`src/rtl/djp_pkg.sv`:
```
// package: constants and carriers for the dual joystick port
package djp_pkg;
	localparam logic [7:0]  PORT_OFFSET      = 8'h00;
	localparam logic [7:0]  CFG_BASE_HIGH    = 8'h60;
	localparam logic [7:0]  CFG_BASE_LOW     = 8'h61;
	localparam logic [7:0]  CFG_ACTIVATE     = 8'h30;
	localparam logic [7:0]  CFG_POWER_CTRL   = 8'h22;
	localparam int          ACTIVATE_BIT     = 0;
	localparam int          POWER_BIT        = 2;
	localparam logic [7:0]  PORT_RESET       = 8'h00;
	localparam logic [15:0] BASE_RESET       = 16'h0000;
	localparam int          FIRST_X_BIT      = 0;
	localparam int          FIRST_Y_BIT      = 1;
	localparam int          SECOND_X_BIT     = 2;
	localparam int          SECOND_Y_BIT     = 3;
	localparam int          BUTTON_LSB       = 4;

	// one stick: timer outputs and buttons
	typedef struct packed {
		logic x_out;
		logic y_out;
		logic button_one;
		logic button_two;
	} djp_stick_t;

	// host i/o cycle
	typedef struct packed {
		logic        rd;
		logic        wr;
		logic [15:0] addr;
		logic [7:0]  wdata;
	} djp_io_t;

	// configuration cycle
	typedef struct packed {
		logic       wr;
		logic [7:0] index;
		logic [7:0] wdata;
	} djp_cfg_t;
endpackage

```
`src/rtl/djp_sync.sv`:
```
// module: three-stage synchroniser with agreement filter
module djp_sync (
	// clock, reset and enable
	input  wire logic clk_in,
	input  wire logic rst_n_in,
	input  wire logic en_in,
	// data
	input  wire logic d_in,
	output logic      q_out
);
	logic s1;
	logic s2;
	logic s3;

	always_ff @(posedge clk_in or negedge rst_n_in) begin
		if (!rst_n_in) begin
			s1 <= 1'b0;
			s2 <= 1'b0;
			s3 <= 1'b0;
			q_out <= 1'b0;
		end else if (en_in) begin
			s1 <= d_in;
			s2 <= s1;
			s3 <= s2;
			if (s2 == s3) begin
				q_out <= s3;
			end
		end
	end
endmodule

```
`src/rtl/djp_top.sv`:
```
// module: dual joystick port with base decode and rc timer control
module djp_top (
	// clock, reset, enable
	input  wire logic              clk_in,
	input  wire logic              rst_n_in,
	input  wire logic              clk_en_in,
	// host i/o cycle
	input  wire djp_pkg::djp_io_t  io_in,
	output logic [7:0]             io_rdata_out,
	output logic                   io_hit_out,
	// configuration cycle
	input  wire djp_pkg::djp_cfg_t cfg_in,
	output logic [7:0]             cfg_rdata_out,
	// stick pins
	input  wire djp_pkg::djp_stick_t first_stick_in,
	input  wire djp_pkg::djp_stick_t second_stick_in,
	input  wire logic [3:0]        threshold_in,
	output logic [3:0]             rc_timing_pins_out,
	output logic [3:0]             rc_timing_pins_oe_n_out
);
	logic       rst_meta;
	logic       rst_sync_n;
	logic [7:0] base_high;
	logic [7:0] base_low;
	logic       activate;
	logic       wr_prev;
	logic [3:0] rc_clear;
	logic [7:0] stick_port_snapshot;

	// reset release
	always_ff @(posedge clk_in or negedge rst_n_in) begin
		if (!rst_n_in) begin
			rst_meta <= 1'b0;
			rst_sync_n <= 1'b0;
		end else begin
			rst_meta <= 1'b1;
			rst_sync_n <= rst_meta;
		end
	end

	// raw inputs in port order
	wire [7:0] raw_bits = {second_stick_in.button_two, second_stick_in.button_one,
		first_stick_in.button_two, first_stick_in.button_one,
		second_stick_in.y_out, second_stick_in.x_out,
		first_stick_in.y_out, first_stick_in.x_out};
	wire [7:0] sync_bits;

	// synchronisers
	genvar gi;
	generate
		for (gi = 0; gi < 8; gi++) begin : g_sync
			djp_sync u_sync (
				.clk_in   (clk_in),
				.rst_n_in (rst_sync_n),
				.en_in    (clk_en_in),
				.d_in     (raw_bits[gi]),
				.q_out    (sync_bits[gi])
			);
		end
	endgenerate

	// threshold synchronisers
	wire [3:0] thr_sync;
	generate
		for (gi = 0; gi < 4; gi++) begin : g_thr
			djp_sync u_thr (
				.clk_in   (clk_in),
				.rst_n_in (rst_sync_n),
				.en_in    (clk_en_in),
				.d_in     (threshold_in[gi]),
				.q_out    (thr_sync[gi])
			);
		end
	endgenerate

	// address decode
	wire [15:0] base_addr = {base_high, base_low};
	wire addr_hit = activate && (io_in.addr == base_addr + {8'h00, djp_pkg::PORT_OFFSET});
	wire port_read = io_in.rd && addr_hit;
	wire port_write = io_in.wr && addr_hit;
	wire write_done = wr_prev && !port_write;
	wire cfg_act_wr = cfg_in.wr && (cfg_in.index == djp_pkg::CFG_ACTIVATE);
	wire cfg_pwr_wr = cfg_in.wr && (cfg_in.index == djp_pkg::CFG_POWER_CTRL);

	assign io_hit_out = port_read;

	// configuration registers
	always_ff @(posedge clk_in or negedge rst_sync_n) begin
		if (!rst_sync_n) begin
			base_high <= djp_pkg::BASE_RESET[15:8];
			base_low <= djp_pkg::BASE_RESET[7:0];
			activate <= 1'b0;
		end else if (clk_en_in) begin
			if (cfg_in.wr && cfg_in.index == djp_pkg::CFG_BASE_HIGH) begin
				base_high <= cfg_in.wdata;
			end
			if (cfg_in.wr && cfg_in.index == djp_pkg::CFG_BASE_LOW) begin
				base_low <= cfg_in.wdata;
			end
			if (cfg_act_wr) begin
				activate <= cfg_in.wdata[djp_pkg::ACTIVATE_BIT];
			end else if (cfg_pwr_wr) begin
				activate <= cfg_in.wdata[djp_pkg::POWER_BIT];
			end
		end
	end

	// configuration readback
	always_comb begin
		cfg_rdata_out = 8'h00;
		if (cfg_in.index == djp_pkg::CFG_BASE_HIGH) begin
			cfg_rdata_out = base_high;
		end else if (cfg_in.index == djp_pkg::CFG_BASE_LOW) begin
			cfg_rdata_out = base_low;
		end else if (cfg_in.index == djp_pkg::CFG_ACTIVATE) begin
			cfg_rdata_out[djp_pkg::ACTIVATE_BIT] = activate;
		end else if (cfg_in.index == djp_pkg::CFG_POWER_CTRL) begin
			cfg_rdata_out[djp_pkg::POWER_BIT] = activate;
		end
	end

	// rc pin control and snapshot
	always_ff @(posedge clk_in or negedge rst_sync_n) begin
		if (!rst_sync_n) begin
			wr_prev <= 1'b0;
			rc_clear <= 4'h0;
			stick_port_snapshot <= djp_pkg::PORT_RESET;
			io_rdata_out <= 8'h00;
		end else if (clk_en_in) begin
			wr_prev <= port_write;
			if (write_done) begin
				rc_clear <= 4'hf;
			end else begin
				rc_clear <= rc_clear & ~thr_sync;
			end
			stick_port_snapshot <= {sync_bits[7:4], sync_bits[3:0] & rc_clear};
			io_rdata_out <= port_read ? stick_port_snapshot : 8'h00;
		end
	end

	// rc pins held low when not timing
	assign rc_timing_pins_out = 4'h0;
	assign rc_timing_pins_oe_n_out = rc_clear;
endmodule

```
`config.mk`:
```
export PLATFORM = sky130hd
export DESIGN_NAME = djp_top
export DESIGN_NICKNAME = d
export VERILOG_FILES = /design/src/rtl/djp_pkg.sv /design/src/rtl/djp_sync.sv /design/src/rtl/djp_top.sv
export SDC_FILE = /design/constraint.sdc
export NUM_CORES = 1
export LEC_CHECK = 0
export BUFFER_PORTS_ARGS = -buffer_cell sky130_fd_sc_hd__buf_2
export CORE_MARGIN = 2
export CORE_UTILIZATION = 56
export CTS_BUF_LIST = sky130_fd_sc_hd__clkbuf_2
export DETAILED_ROUTE_END_ITERATION = 10
export PLACE_DENSITY_LB_ADDON = 0.08
export SLEW_MARGIN = 20
export SYNTH_ARGS = -nofsm -noshare
export SYNTH_HDL_FRONTEND = slang
export SYNTH_SLANG_ARGS = --single-unit
```
`constraint.sdc`:
```
create_clock -name clk_in -period 4.05 [get_ports clk_in]
set_clock_uncertainty 0.2 [all_clocks]
set_input_delay 0 -clock clk_in [delete_from_list [all_inputs] [get_ports clk_in]]
set_output_delay 0 -clock clk_in [all_outputs]
set_load 0.1 [all_outputs]
```
Yosys cells after proc, flatten, opt, wreduce, memory -nomap -nowiden:

Index checks and enable logic that the tools add are counted.

* logic and storage cells: 114
* register bits after elaboration: 88
* output and inout bits: 25
* input bits: 58

* mux-type cells: 12
* bitwise logic cells: 3
* reductions and logical operators: 25
* equality and inequality tests: 17

Operators by type and width (number)
* AND reduction 2 bit: 15
* equality test 16 bit: 1
* equality test 8 x 6 -> 1 bit, second input constant: 2
* equality test 8 x 7 -> 1 bit, second input constant: 2
* 2-to-1 mux 8 bit: 2
* equality test 1 bit: 12
* AND 4 bit: 2
* logical AND 1 bit: 8
* 2-to-1 mux 1 bit: 8
* 2-to-1 mux 5 bit: 1
* 2-to-1 mux 4 bit: 1
* NOT 4 bit: 1
* nonzero test 2 bit: 1
* zero test 1 bit: 1

Depth between registers and ports, before layout:

* depth in word-level cells: 6
* mapped depth: 6
* mapped depth without buffers: 4

By module:

A second synthesis with hierarchy kept.

* cells, all modules: 322
* area total of the unflattened synthesis: 3987.6 um^2

Modules (own cells, without submodules)
* djp_top: instances 1, area each 2110.8 um^2, cells an instance 202, sequential area each 1001.0 um^2
* djp_sync: instances 12, area each 156.4 um^2, cells an instance 10, sequential area each 100.1 um^2

Least setup slack after synthesis:

Ideal clock, no wire load.

* path kind: register -> output
* start: register base_high[7]
* end: output io_hit_out
* required time: 3.850 ns
* buffers on the path: 0
* setup slack: -0.555 ns
* data arrival time: 4.405 ns
* stages on the path, launching flop included: 5
* cells stage by stage: dfrtp_1 > xor2_1 > a221oi_1 > nand3_1 > nor4_1

* word-level cells in the longest chain between the ends: 3

RTL lines
* from (decl): RTL line djp_top.sv:23 `logic [7:0] base_high;`
* from (signal assigned): RTL line djp_top.sv:90 `base_high <= djp_pkg::BASE_RESET[15:8];`
* from (signal assigned): RTL line djp_top.sv:95 `base_high <= cfg_in.wdata;`
* equality test 16 bit: RTL line djp_top.sv:78 `wire addr_hit = activate && (io_in.addr == base_addr + {8'h00, djp_pkg::PORT_OFFSET});`
* logical AND 1 bit: RTL line djp_top.sv:78
* logical AND 1 bit: RTL line djp_top.sv:79 `wire port_read = io_in.rd && addr_hit;`
* to (decl): RTL line djp_top.sv:10 `output logic io_hit_out,`

Every way passes these cells.

Final worst setup path:

* start: register base_high[1]
* end: register rc_clear[2] (netlist: rc_timing_pins_oe_n_out[2])

* word-level cells in the longest chain between the ends: 6

RTL lines
* equality test 16 bit: RTL line djp_top.sv:78
* logical AND 1 bit: RTL line djp_top.sv:78
* logical AND 1 bit: RTL line djp_top.sv:80 `wire port_write = io_in.wr && addr_hit;`
* zero test 1 bit: RTL line djp_top.sv:81 `wire write_done = wr_prev && !port_write;`
* logical AND 1 bit: RTL line djp_top.sv:81
* 2-to-1 mux 4 bit: RTL line djp_top.sv:131 `if (write_done) begin`
* to (signal assigned): RTL line djp_top.sv:134 `rc_clear <= rc_clear & ~thr_sync;`
* to (decl): RTL line djp_top.sv:27 `logic [3:0] rc_clear;`

Every way passes these cells.
A chain may end at the register's enable or synchronous reset.

==> impl_metrics.env <==
export IMPL_postPlaceCellArea_um2=4367
export IMPL_rsz0062_at_grt="false"
export IMPL_ys_ff_latch=88
export IMPL_period_minus_slack_ns=3.418
export IMPL_dieWidth_um=87.92
export IMPL_nets=528
export IMPL_synth_flop_cell="dfrtp_1"
export IMPL_hold_path_class="in2reg"
export IMPL_synthTopCellsByCount="88 x dfrtp_1, 56 x mux2_2, 25 x a21oi_1"
export IMPL_antenna_left=0
export IMPL_setup_viol=0
export IMPL_fillCellCount=484
export IMPL_io_pins=83
export IMPL_critical_path_class="reg2reg"
export IMPL_crit_arrival_ns=3.69
export IMPL_post_cts_resized=0
export IMPL_tightest_slew_ns=0.9081
export IMPL_htreeDepth=3
export IMPL_grt_total_usage=0.2253
export IMPL_seqCellArea_um2=2206
export IMPL_syn_to_final_growth_pct=31.66
export IMPL_drt_wl_total_um=8208
export IMPL_fin_tns_setup_ns=0
export IMPL_yosysMostFrequentCell="dfrtp_1"
export IMPL_cp_required_ns=4.32
export IMPL_finalHoldViolCount=0
export IMPL_drtPass1Iterations=4
export IMPL_async_reset_ff_frac=1.000
export IMPL_status="finished clean"
export IMPL_clockRootBuffer="clkbuf_2"
export IMPL_leakagePower_nw=2.447
export IMPL_vias_per_cell=5.305
export IMPL_antenna_found_initial=0
export IMPL_grt_pass1_wl_um=13590
export IMPL_stdcell_count=570
export IMPL_insertion_delay_ns=0.55
export IMPL_dp_hpwl_um=5007
export IMPL_cts_sinks=88
export IMPL_synth_top_area_cell="dfrtp_1"
export IMPL_routabilityCongestion=0.7984
export IMPL_vias=3024
export IMPL_overflow=0
export IMPL_syn_avg_cell_area_um2=11.81
export IMPL_port_buffers=70
export IMPL_synth_cells=334
export IMPL_yosysTopAreaCellShare=0.5584
export IMPL_ys_seq_area_frac=0.5584
export IMPL_coreArea_um2=6794
export IMPL_grt_max_degree=87
export IMPL_clk_pin_slew_ns=0.24
export IMPL_cts_tree="done"
export IMPL_drive_above_1_share=0.3354
export IMPL_placedCellCount=488
export IMPL_synth_edf_count=0
export IMPL_cts_max_path_buffers=2
export IMPL_drv_cap=0
export IMPL_antenna_cells=0
export IMPL_cts_setup_buffers=0
export IMPL_drv_slew=0
export IMPL_crit_fanout=9
export IMPL_irDropWorstVdd_mv=0.2773
export IMPL_whs_ns=0.02278
export IMPL_wire_per_inst_um=14.40
export IMPL_end_kind="register"
export IMPL_powerDensity_nw_per_um2=358.8
export IMPL_synth_area_leaders="dfrtp_1 56%, mux2_2 16%, a21oi_1 3.2%, nand2b_1 2.5%, xor2_1 2.0%"
export IMPL_die_area_um2=7730
export IMPL_yosysWarnings=0
export IMPL_multi_input_area_um2=1612
export IMPL_period_share=0.8441
export IMPL_cp_start_kind="register"
export IMPL_synth_area_um2=3944
export IMPL_core_rowCount=30
export IMPL_yosysUniqueCellTypes=37
export IMPL_hold_buffers=66
export IMPL_fmax_mhz=292.5
export IMPL_grt_pass1_vias=3005
export IMPL_fin_area_um2=5192
export IMPL_cts_made_buffers=9
export IMPL_drc=0
export IMPL_start_util=0.5805
export IMPL_maxSlewHeadroom=0.3899
export IMPL_drt_iter0_markers=139
export IMPL_die_h_um=87.92
per-stage QoR:
stage / power (mW) / setup slack [ns] / util
3_3_place_gp: 1.299 / 1.279 / 0.6427
3_5_place_dp: 1.319 / 1.250 / 0.6427
2_1_floorplan: 1.242 / 0.5568 / -
5_1_grt: 1.963 / 0.4441 / 0.7643
4_1_cts: 1.865 / 0.6593 / 0.7602
6_report: 1.863 / 0.6315 / 0.7643
placed cells by master, fill, tap and decap left out, drive strengths merged, types with 5 or more instances in the layout:
master,instances
dfrtp,88
a22o,6
o22ai,8
nand2,20
o21ai,6
and3,9
xor2,9
nand2b,16
inv,17
dlygate4sd3,66
a21oi,25
conb,5
nand3,6
mux2,56
nand4,9
nor2,12
clkbuf,9
buf,74
layout make-up:
type / instances / share of cell area
Timing Repair Buffer: 140 / 0.2043
Sequential cell: 88 / 0.4248
Tap cell: 96 / 0.02313
Clock buffer: 9 / 0.008675
Inverter: 15 / 0.01084
Multi-Input combinational cell: 216 / 0.3104
Clock inverter: 6 / 0.01783
metal layers:
metal	vias to the layer above	routed length (um)	GRT usage	share of wire
li1	1451	-	-	-
met1	1501	3612	0.3024	0.44
met2	58	4138	0.3719	0.50
met3	14	310	0.03676	0.038
met4	0	146	0.08392	0.018
met5	-	0	0	0
flip-flops by register name, indices dropped and copies added, names as in the netlist, 4 cells and up:
signal and cells:
base_high 8, base_low 8, g_sync.u_sync.q_out 8, g_sync.u_sync.s1 8, g_sync.u_sync.s2 8, g_sync.u_sync.s3 8
g_thr.u_thr.q_out 4, g_thr.u_thr.s1 4, g_thr.u_thr.s2 4, g_thr.u_thr.s3 4, io_rdata_out 8, rc_timing_pins_oe_n_out 4
stick_port_snapshot 8
worst max-delay path, cell delays in order, from the launching register on:
cell and delay (ns):
dfrtp_1 0.46, xor2_1 0.15, nor3_1 0.70, nand3_1 0.29, dlygate4sd3_1 0.70, o31a_1 0.30, dlygate4sd3_1 0.55
logic make-up after synthesis:
family                    after synthesis  synth area share
other                                   2          0.001904
muxes                                  56            0.1599
DFF                                    88            0.5584
and+or+nand+nor                        86            0.1231
xor gates and xnor gates               13           0.02887
buffers and inverters                  33           0.03743
AOI/OAI and AO/OA                      56           0.09042
path summary, 6_finish.rpt:
kind	slack [ns]	to	cells after the start	startpoint
worst max-delay path	0.63	rc_timing_pins_oe_n_out[2]	6	base_high[1]
worst min-delay path	0.02	base_low[4]	3	cfg_in[4]
worst max register to register	0.63	rc_timing_pins_oe_n_out[2]	6	base_high[1]
worst min register to register	0.05	g_thr[3].u_thr.s1	0	rst_sync_n
max in group asynchronous	2.98	base_high[3]	1	rst_sync_n
min in group asynchronous	0.05	g_thr[3].u_thr.s1	0	rst_sync_n
power by group:
part	leakage [nW]	total (mW)	switching, mW	internal (mW)
registers	1.12	1.07	0.0827	0.985
clock network	0.0750	0.510	0.305	0.205
logic	1.25	0.285	0.123	0.162
Note: power is estimated with default switching activity, not from simulation.
